--- src/hdl/display_sync_gpio_pkg.sv ---
// Purpose: shared constants and types for the display sync override and pin pair block
// Assumes: 32-bit register words, 16-bit register addresses
// Notes: pin control lanes use the same five-bit layout in every lane
package display_sync_gpio_pkg;

	// register port shape
	localparam int ADDR_W = 16; // register address width
	localparam int DATA_W = 32; // register data width

	// register byte addresses
	localparam logic [15:0] SYNC_OVERRIDE_CONTROL_OFFSET = 16'h5000;
	localparam logic [15:0] MONITOR_CHANNEL_PIN_CONTROL_OFFSET = 16'h5010;
	localparam logic [15:0] VIDEO_OUT_PIN_CONTROL_OFFSET = 16'h5014;

	// sync override field positions
	localparam int SYNC_KEEP_ALIVE_BIT = 0; // syncs stay active while the dac is off
	localparam int SYNC_FIELD_LSB = 16; // low bit of the four-bit override field
	localparam int SYNC_FIELD_W = 4; // override field width

	// override field codes for monitor power states
	localparam logic [3:0] PWR_STATE_ON = 4'h0; // pulse both
	localparam logic [3:0] PWR_STATE_STANDBY = 4'h2; // pulse vertical only
	localparam logic [3:0] PWR_STATE_SUSPEND = 4'h8; // pulse horizontal only
	localparam logic [3:0] PWR_STATE_OFF = 4'hA; // no pulses

	// pin pair lanes: clock pin in bits 4..0, data pin in bits 12..8
	localparam int CLOCK_LANE_LSB = 0;
	localparam int DATA_LANE_LSB = 8;
	localparam int LANE_W = 5; // width of one pin's control lane

	// pin indices on the pin vectors
	localparam int MONITOR_CHANNEL_CLOCK_PIN = 0;
	localparam int MONITOR_CHANNEL_DATA_PIN = 1;
	localparam int VIDEO_OUT_CLOCK_PIN = 2;
	localparam int VIDEO_OUT_DATA_PIN = 3;
	localparam int PIN_COUNT = 4;

	// values after reset
	localparam logic [31:0] SYNC_OVERRIDE_RESET = 32'h0000_0000;
	localparam logic [4:0] PIN_LANE_RESET = 5'h00;
	localparam logic [31:0] READ_IDLE_VALUE = 32'h0000_0000;

	// one pin's control lane, msb first as laid out in the register
	typedef struct packed {
		logic sampled_in; // captured pin level, read only
		logic out_level; // stored output level
		logic level_mask; // companion mask for out_level
		logic drive_en; // stored direction, 1 drives the pin
		logic drive_mask; // companion mask for drive_en
	} pin_lane_t;

	// sync override register contents
	typedef struct packed {
		logic v_force; // vertical override enable
		logic v_level; // forced vertical level
		logic h_force; // horizontal override enable
		logic h_level; // forced horizontal level
		logic keep_alive; // syncs live while the dac is off
	} sync_ctl_t;

endpackage : display_sync_gpio_pkg

--- src/hdl/display_sync_gpio.sv ---
// Purpose: sync override for monitor power states and two masked-write pin pairs
// Assumes: one 100 MHz clock, plain register port, pin inputs may change at any time
// Notes: every write to a pin pair register is a write to all of its bytes
`timescale 1ns/1ps
`default_nettype none

module display_sync_gpio
	import display_sync_gpio_pkg::*;
(
	input wire logic i_core_clk, // 100 MHz register clock
	input wire logic i_nrst, // async reset, active low
	input wire logic [ADDR_W-1:0] i_addr, // register byte address
	input wire logic [DATA_W-1:0] i_wdata, // write data
	input wire logic i_wr, // one-cycle write strobe
	input wire logic i_rd, // one-cycle read strobe
	output logic [DATA_W-1:0] o_rdata, // read data, cycle after i_rd
	input wire logic i_hsync_normal, // timing generator horizontal sync
	input wire logic i_vsync_normal, // timing generator vertical sync
	input wire logic i_dac_enable, // internal dac on, from power clock control
	output logic o_hsync, // horizontal sync pin
	output logic o_vsync, // vertical sync pin
	input wire logic [PIN_COUNT-1:0] i_pin_in, // pin levels seen on the wires
	output logic [PIN_COUNT-1:0] o_pin_out, // pin drive levels
	output logic [PIN_COUNT-1:0] o_pin_oe // pin drive enables, high drives
);

	logic rst_meta_q; // first reset release stage
	logic rst_n; // synchronised reset, active low
	sync_ctl_t sync_q; // sync override register
	logic sync_active; // syncs allowed to toggle
	logic hsync_q; // registered horizontal pin
	logic vsync_q; // registered vertical pin
	logic [PIN_COUNT-1:0] pin_meta_q; // first synchroniser stage
	logic [PIN_COUNT-1:0] pin_sync_q; // second synchroniser stage
	pin_lane_t pin_q [PIN_COUNT]; // per-pin control lanes
	logic sel_sync; // address hits sync register
	logic sel_mon; // address hits monitor channel pair
	logic sel_vid; // address hits video-out pair
	logic [DATA_W-1:0] rdata_q; // read data register

	// reset release: assert at once, release after two clean edges
	always_ff @(posedge i_core_clk or negedge i_nrst) begin
		if (!i_nrst) begin
			rst_meta_q <= 1'b0;
			rst_n <= 1'b0;
		end else begin
			rst_meta_q <= 1'b1;
			rst_n <= rst_meta_q;
		end
	end

	// address decode
	assign sel_sync = (i_addr == SYNC_OVERRIDE_CONTROL_OFFSET);
	assign sel_mon = (i_addr == MONITOR_CHANNEL_PIN_CONTROL_OFFSET);
	assign sel_vid = (i_addr == VIDEO_OUT_PIN_CONTROL_OFFSET);

	// sync override register; enable and level land in the same write
	always_ff @(posedge i_core_clk or negedge rst_n) begin
		if (!rst_n) begin
			sync_q <= sync_ctl_t'({SYNC_OVERRIDE_RESET[SYNC_FIELD_LSB +: SYNC_FIELD_W],
				SYNC_OVERRIDE_RESET[SYNC_KEEP_ALIVE_BIT]});
		end else if (i_wr && sel_sync) begin
			sync_q <= sync_ctl_t'({i_wdata[SYNC_FIELD_LSB +: SYNC_FIELD_W],
				i_wdata[SYNC_KEEP_ALIVE_BIT]});
		end
	end

	// dac off silences both syncs unless software keeps them alive
	assign sync_active = sync_q.keep_alive | i_dac_enable;

	// sync pins: deactivation wins over override so a powered-down dac stays quiet
	always_ff @(posedge i_core_clk or negedge rst_n) begin
		if (!rst_n) begin
			hsync_q <= 1'b0;
			vsync_q <= 1'b0;
		end else if (!sync_active) begin
			hsync_q <= 1'b0;
			vsync_q <= 1'b0;
		end else begin
			hsync_q <= sync_q.h_force ? sync_q.h_level : i_hsync_normal;
			vsync_q <= sync_q.v_force ? sync_q.v_level : i_vsync_normal;
		end
	end

	assign o_hsync = hsync_q;
	assign o_vsync = vsync_q;

	// pin input synchroniser; the pins move with no relation to our clock
	always_ff @(posedge i_core_clk or negedge rst_n) begin
		if (!rst_n) begin
			pin_meta_q <= '0;
			pin_sync_q <= '0;
		end else begin
			pin_meta_q <= i_pin_in;
			pin_sync_q <= pin_meta_q;
		end
	end

	// per-pin lanes: pins 0,1 live in the monitor channel word, 2,3 in the video-out word
	for (genvar p = 0; p < PIN_COUNT; p++) begin : g_pin
		localparam int LANE_LSB = (p % 2 == 0) ? CLOCK_LANE_LSB : DATA_LANE_LSB;
		logic hit; // write lands on this pin's register
		pin_lane_t wr_lane; // written lane bits
		assign hit = i_wr && ((p < 2) ? sel_mon : sel_vid);
		assign wr_lane = pin_lane_t'(i_wdata[LANE_LSB +: LANE_W]);

		// masked update; masks themselves are stored as written
		always_ff @(posedge i_core_clk or negedge rst_n) begin
			if (!rst_n) begin
				pin_q[p] <= pin_lane_t'(PIN_LANE_RESET);
			end else if (hit) begin
				pin_q[p].level_mask <= wr_lane.level_mask;
				pin_q[p].drive_mask <= wr_lane.drive_mask;
				if (wr_lane.level_mask) begin
					pin_q[p].out_level <= wr_lane.out_level;
				end
				if (wr_lane.drive_mask) begin
					pin_q[p].drive_en <= wr_lane.drive_en;
				end
				// fresh sample only on a write, hence the dummy write before a read
				pin_q[p].sampled_in <= pin_sync_q[p];
			end
		end

		// drive only while configured as output
		assign o_pin_oe[p] = pin_q[p].drive_en;
		assign o_pin_out[p] = pin_q[p].out_level;
	end

	// read data, valid only in the cycle after the strobe; unmapped reads zero
	always_ff @(posedge i_core_clk or negedge rst_n) begin
		if (!rst_n) begin
			rdata_q <= READ_IDLE_VALUE;
		end else if (!i_rd) begin
			rdata_q <= READ_IDLE_VALUE;
		end else if (sel_sync) begin
			rdata_q <= {12'h000, sync_q.v_force, sync_q.v_level, sync_q.h_force,
				sync_q.h_level, 15'h0000, sync_q.keep_alive};
		end else if (sel_mon) begin
			rdata_q <= {19'h0_0000, pin_q[MONITOR_CHANNEL_DATA_PIN], 3'h0,
				pin_q[MONITOR_CHANNEL_CLOCK_PIN]};
		end else if (sel_vid) begin
			rdata_q <= {19'h0_0000, pin_q[VIDEO_OUT_DATA_PIN], 3'h0,
				pin_q[VIDEO_OUT_CLOCK_PIN]};
		end else begin
			rdata_q <= READ_IDLE_VALUE; // unmapped
		end
	end

	assign o_rdata = rdata_q;

	logic mon_hit; // helper: write to monitor channel word
	assign mon_hit = i_wr && sel_mon;
	logic vid_hit; // helper: write to video-out word
	assign vid_hit = i_wr && sel_vid;
endmodule : display_sync_gpio

`default_nettype wire

--- config.mk ---
export PLATFORM = sky130hd
export DESIGN_NAME = display_sync_gpio
export DESIGN_NICKNAME = d
export VERILOG_FILES = /design/src/hdl/display_sync_gpio_pkg.sv /design/src/hdl/display_sync_gpio.sv
export SDC_FILE = /design/constraint.sdc
export NUM_CORES = 1
export LEC_CHECK = 0
export BUFFER_PORTS_ARGS = -buffer_cell sky130_fd_sc_hd__buf_2
export CAP_MARGIN = 20
export CELL_PAD_IN_SITES_DETAIL_PLACEMENT = 1
export CELL_PAD_IN_SITES_GLOBAL_PLACEMENT = 1
export CORE_ASPECT_RATIO = 1.1
export CORE_MARGIN = 1.5
export CORE_UTILIZATION = 35
export DETAILED_ROUTE_END_ITERATION = 8
export GPL_TIMING_DRIVEN = 0
export PLACE_DENSITY = 0.79
export SYNTH_ARGS = -nofsm -noshare
export SYNTH_HDL_FRONTEND = slang
export SYNTH_SLANG_ARGS = --single-unit
--- constraint.sdc ---
create_clock -name i_core_clk -period 2 [get_ports i_core_clk]
set_input_delay 0.2 -clock i_core_clk [delete_from_list [all_inputs] [get_ports i_core_clk]]
set_output_delay 0.2 -clock i_core_clk [all_outputs]
set_load 0.01 [all_outputs]
==> results of run 1 <==
[cell families after synthesis]
| kind of cell | count (synthesis) | share of synthesized area (%) |
|---|---|---|
| other | 2 | 0.336 |
| muxes | 33 | 17.1 |
| and+or+nand+nor | 50 | 12.7 |
| buffers and inverters | 34 | 10.8 |
| AOI/OAI and AO/OA | 5 | 2.01 |
| DFF | 51 | 57.0 |
[cells in the final DEF, fill, tap and decap left out, types with 6 or more instances in the layout]
cell | Yosys | final
buf_2 | 2 | 63
nor3_1 | 8 | 8
mux2_2 | 14 | 14
nand2_1 | 7 | 7
mux2_4 | 7 | 7
dfrtp_1 | 51 | 50
mux2i_1 | 12 | 12
conb_1 | 2 | 19
nand3_1 | 6 | 6
nor2_1 | 13 | 13
buf_4 | 26 | 26
clkbuf_8 | 0 | 6
[power by group through the flow]
stage,sequential [mW],combinational (mW),clock [mW]
2_1_floorplan,1.08,0.0678,0
3_3_place_gp,1.08,0.118,0
3_5_place_dp,1.08,0.136,0
4_1_cts,1.06,0.143,0.641
5_1_grt,1.06,0.159,0.680
6_report,1.06,0.144,0.623
[flip-flops by register name (all words and copies together) (netlist names)]
register,cells
rst_meta_q,1
o_pin_out,4
o_rdata,14
o_pin_oe,4
rst_n,1
o_hsync,1
pin_meta_q,4
pin_q,12
o_vsync,1
sync_q,5
pin_sync_q,4
[per-layer routing]
layer | vias up | wire [um] | global-route usage, %
li1 | 726 | - | -
met1 | 737 | 1770 | 15.0
met2 | 49 | 2460 | 26.4
met3 | 6 | 280 | 3.25
met4 | 0 | 59 | 6.70
met5 | - | 0 | 0
[per-stage QoR]
| stage | instances | hold WS, ns | utilization, % |
|---|---|---|---|
| final | 347 | 0.126 | 46.6 |
| after detailed placement | 334 | -0.0120 | 44.2 |
| after global routing | 347 | 0.123 | 46.6 |
| after CTS | 347 | 0.119 | 46.6 |
| after global placement | 333 | -0.0134 | 43.7 |
| after floorplan | 192 | -0.0956 | - |
[path summary, 6_finish.rpt]
| check | slack, ns | depth (start not counted) | end | from |
|---|---|---|---|---|
| max | 0.44 | 6 | o_rdata[18] | i_addr[4] |
| min | 0.13 | 2 | o_pin_oe[1] | i_wdata[9] |
| max reg2reg | 1.18 | 1 | o_pin_out[0] | rst_n |
| min reg2reg | 0.29 | 0 | pin_meta_q[2] | rst_n |
| max in group asynchronous | 1.18 | 1 | o_pin_out[0] | rst_n |
| min in group asynchronous | 0.19 | 2 | rst_n | i_nrst |
[cell type report]
cell class | instances | area (um^2)
inverters | 1 | 3.75
clock inverters | 2 | 16.3
repair buffers | 67 | 383
plain buffers | 33 | 239
clock buffers | 6 | 82.6
fillers | 686 | 3310
well taps | 80 | 100
flip-flops and latches | 51 | 1280
multi-input cells | 107 | 783
[repair_timing]
action                                 in CTS  in global routing
hold buffers                                5                  0
endpoints found under the hold margin       6                  0
gates resized for setup                     0                  0
==> out/metrics.yaml, run 1 <==
firstDrtPassIters: 3
numCtsBuffers: 5
port_buffers: 61
layout.nets: 325
post_cts_buffers: 0
h-tree-depth: 2
slew_viol_final: 0
ys_types: 26
slowest_delay_ns: 0.65
fin_area_um2: 2890
finalSetupViolCount: 0
drv_cap: 0
crit_buf_inv: 2
start_kind: "primary input"
crit_family: "simple AND/OR/NAND/NOR gates"
fin_tns_setup_ns: 0
critPathCaptureType: "flop"
wirelength_mm: 4.56
total_leakage_power_nw: 1.58
clk_pin_slew_ns: 0.10
syn_inst: 175
cp_slowest_cell: "nor4_1"
hold_viol_final: 0
clkPwrFrac_pct: 34.2
routed-via-count: 1518
root_buffer: "clkbuf_8"
syn_area_um2: 2240
grt_usage_pct: 14.2
cts_tree: "built"
synth-edff-count: 0
ys_ff_latch: 51
placement_rows: 30
syn_avg_cell_area_um2: 12.8
yosysWarningCount: 0
post-place-ws_ns: 0.0440
synth_top_area_share_pct: 57.0
fp.dieW_um: 79.3
place_hpwl_mm: 3.52
period_minus_slack_ns: 1.56
worstPathMaxFanout: 10
total_power_mw: 1.82
peakVddDrop_mv: 0.302
slew_headroom_pct: 48.5
coreArea_um2: 6190
postPlaceCellArea_um2: 2740
dieArea_um2: 6880
worst_clock_skew_ns: 0.00829
seq_power_share_pct: 58.0
n_antenna_cell: 0
pwr-share-comb_pct: 7.9
synth_area_leaders: "dfrtp_1 (57%), buf_4 (8.7%), mux2_2 (7.0%)"
grt_pass1_wl_mm: 7.36
drt_iter0_markers: 52
fin_ws_ns: 0.436
rsz0062_at_grt: "false"
worst_pin_slew_ns: 0.765
fmax_mhz: 639
clk_latency_ns: 0.31
switching_share_pct: 23.2
drtAntennaViolNets: 0
yosysSeqAreaShare_pct: 57.0
drive_gt1_share_pct: 47.6
numClockSinks: 51
p_int_mw: 1.40
synth_commonest_cells: "dfrtp_1 (51), buf_4 (26), mux2_2 (14)"
die_h_um: 86.9
status: "finished clean"
grt_overflow: 0
grt_max_degree: 27
async_flop_share_pct: 100
antenna_found_initial: 0
initial_core_util_pct: 36.1
synth_flop_cell: "dfrtp_1"
wire_per_inst_um: 13.1
critical_path_class: "primary input to flop"
post-route-period-util_pct: 78.2
area_delta_synth_final_pct: 28.9
clock_path_buffers: 2
drcViolationCount: 0
synth.most_common_cell: "dfrtp_1"
viasPerCell: 4.37
io_pins: 101
worstPathArrival_ns: 1.80
crit_path_frequent_cell: "nor4_1"
switchingPower_uw: 423
gp_congestion: 0.701
hp-class: "primary input to flop"
crit_chain: "buf_2 -> clkbuf_1 -> nor4_1 -> nand2b_1 -> nor4_1 -> and2_1"
first_global_vias: 1626
p_per_area_nw_per_um2: 632
required_ns: 2.24
synth_area_leader_cell: "dfrtp_1"
Note: power is estimated with default switching activity, not from simulation.
==> run 2, diff against run 1 <==
--- a/config.mk
+++ b/config.mk
@@ -11,10 +11,10 @@
 export CELL_PAD_IN_SITES_GLOBAL_PLACEMENT = 1
 export CORE_ASPECT_RATIO = 1.1
 export CORE_MARGIN = 1.5
-export CORE_UTILIZATION = 35
+export CORE_UTILIZATION = 32
 export DETAILED_ROUTE_END_ITERATION = 8
 export GPL_TIMING_DRIVEN = 0
-export PLACE_DENSITY = 0.79
+export PLACE_DENSITY = 0.76
 export SYNTH_ARGS = -nofsm -noshare
 export SYNTH_HDL_FRONTEND = slang
 export SYNTH_SLANG_ARGS = --single-unit
==> constraint.sdc (replaced) <==
create_clock -name i_core_clk -period 1.3 [get_ports i_core_clk]
set_input_delay 0.13 -clock i_core_clk [delete_from_list [all_inputs] [get_ports i_core_clk]]
set_output_delay 0.13 -clock i_core_clk [all_outputs]
set_load 0.01 [all_outputs]
==> out/metrics.yaml, run 2 (synthesized netlist as in run 1, its figures left out) <==
p_per_area_nw_per_um2: 940  # was 632 nW/um^2
drv_cap: 0  # unchanged
start_kind: "primary input"  # unchanged
drive_gt1_share_pct: 58.2  # was 47.6%
rsz0062_at_grt: "true"  # was false
numClockSinks: 51  # unchanged
firstDrtPassIters: 2  # was 3
die_h_um: 90.7  # was 86.9 um
layout.nets: 338  # was 325
fin_ws_ns: -0.106  # was 0.436 ns
root_buffer: "clkbuf_8"  # unchanged
dieArea_um2: 7510  # was 6880 um^2
stdcell_count: 362  # was 347
post-route-period-util_pct: 108
largest_register_ffs: 14  # unchanged
pwr-share-comb_pct: 8.9  # was 7.9%
drtAntennaViolNets: 0  # unchanged
clock_path_buffers: 2  # unchanged
gp_congestion: 0.732  # was 0.701
area_delta_synth_final_pct: 46.2  # was 28.9%
peakVddDrop_mv: 0.448  # was 0.302 mV
worst_clock_skew_ns: 0.00547  # was 0.00829 ns
place_hpwl_mm: 3.52  # about the same
total_leakage_power_nw: 1.77  # was 1.58 nW
required_ns: 1.50  # was 2.24 ns
grt_pass1_wl_mm: 8.76  # was 7.36 mm
grt_usage_pct: 15.5  # was 14.2%
clkPwrFrac_pct: 38.5  # was 34.2%
io_pins: 101  # unchanged
h-tree-depth: 2  # unchanged
period_minus_slack_ns: 1.41
postPlaceCellArea_um2: 2760  # was 2740 um^2
status: "complete, but fails checks"  # was finished clean
fin_tns_setup_ns: -1.00  # was 0 ns
switching_share_pct: 22.9  # was 23.2%
n_antenna_cell: 0  # unchanged
slew_viol_final: 0  # unchanged
drt_iter0_markers: 65  # was 52
holdWs_ns: 0.0508  # was 0.126 ns
numCtsBuffers: 5  # unchanged
fmax_mhz: 711
coreArea_um2: 6670  # was 6190 um^2
worst_pin_slew_ns: 0.528  # was 0.765 ns
clk_pin_slew_ns: 0.09  # was 0.10 ns
filler_cell_count: 726  # was 686
final_cell_mix: "buf_2 (58), dfrtp_1 (50), buf_4 (34)"  # was buf_2 (63), dfrtp_1 (50), buf_4 (26)
grt_overflow: 0  # unchanged
grt_max_degree: 50  # was 27
hold_viol_final: 0  # unchanged
mostFrequentLayoutCell: "buf_2"  # unchanged
worstPathMaxFanout: 6  # was 10
finalSetupViolCount: 20  # was 0
p_int_mw: 2.37  # was 1.40 mW
fin_area_um2: 3270  # was 2890 um^2
wirelength_mm: 5.57  # was 4.56 mm
hp-class: "primary input to flop"  # unchanged
initial_core_util_pct: 33.6  # was 36.1%
fin_util_pct: 49.1  # was 46.6%
antenna_found_initial: 0  # unchanged
critPathCaptureType: "flop"  # unchanged
placement_rows: 31  # was 30
fp.dieW_um: 82.7  # was 79.3 um
drcViolationCount: 0  # unchanged
cts_tree: "built"  # unchanged
viasPerCell: 4.43  # was 4.37
seq_power_share_pct: 52.5  # was 58.0%
routed-via-count: 1605  # was 1,518
worstPathArrival_ns: 1.60  # was 1.80 ns
clk_latency_ns: 0.31  # about the same
critical_path_class: "primary input to flop"  # unchanged
first_global_vias: 1825  # was 1,626
violations: "setup timing"
switchingPower_uw: 705  # was 423 uW
port_buffers: 61  # unchanged
slew_headroom_pct: 64.8  # was 48.5%
dp_cells: 335  # was 334
wire_per_inst_um: 15.4  # was 13.1 um
run 2: cell types whose count changed in the layout (fill, tap and decap cells not counted), sizes merged:
cell	before	now
buf	93	106
bufinv	0	1
clkinv	1	0
clkinvlp	1	0
inv	1	2
run 2: area by class of cell:
class / instances / area [um^2] / area share, %
Inverter: 1 / 16.3 / 0.497
Timing Repair Buffer: 81 / 536 / 16.4
Clock inverter: 2 / 38.8 / 1.19
Clock buffer: 6 / 82.6 / 2.52
Sequential cell: 51 / 1280 / 39.0
Multi-Input combinational cell: 107 / 975 / 29.8
Tap cell: 82 / 103 / 3.13
Buffer: 32 / 245 / 7.49
run 2: final timing paths:
path	start	endpoint	slack, ns	depth (start not counted)
hold / removal	i_wdata[19]	sync_q[4]	0.05	2
setup reg to reg	pin_q[5]	o_rdata[0]	0.45	2
min in group asynchronous	i_nrst	rst_n	0.13	2
max in group asynchronous	rst_n	pin_q[10]	0.63	1
hold reg to reg	rst_n	pin_sync_q[0]	0.17	0
setup / recovery	i_addr[3]	pin_q[19]	-0.11	7
run 2: power groups by stage:
stage / Clock [mW] / Sequential [mW] / Combinational [mW]
floorplan: 0 / 1.66 / 0.107
global placement: 0 / 1.67 / 0.190
detailed placement: 0 / 1.67 / 0.193
CTS: 1.21 / 1.64 / 0.232
global route: 1.28 / 1.62 / 0.300
finish: 1.19 / 1.62 / 0.275
run 2: worst max-delay path, stage by stage:
cell	delay, ns
buf_2	0.09
and4bb_2	0.31
nand3_2	0.13
buf_6	0.17
or3_1	0.33
buf_6	0.16
mux2_4	0.29
run 2: metrics by stage:
| stage | power (mW) | setup WS (ns) |
|---|---|---|
| after CTS | 3.08 | -0.0714 |
| final | 3.08 | -0.106 |
| after global placement | 1.86 | -0.482 |
| after floorplan | 1.77 | -0.223 |
| after global routing | 3.20 | -0.144 |
| after detailed placement | 1.86 | -0.508 |
run 2: repair_timing:
item / 4_1_cts / 5_1_grt
gates cloned: 2 / 0
hold buffers: 5 / 0
endpoints found under the setup margin: 32 / 39
buffers inserted: 10 / 2
resized for setup: 29 / 21
endpoints found under the hold margin: 6 / 0
pin swaps: 10 / 12
run 2: layer usage:
metal / vias up / track usage [%] / wire [um]
met5: - / 0 / 0
met1: 796 / 17.4 / 2170
met3: 5 / 3.94 / 281
met2: 48 / 27.8 / 3060
li1: 756 / - / -
met4: 0 / 4.86 / 56
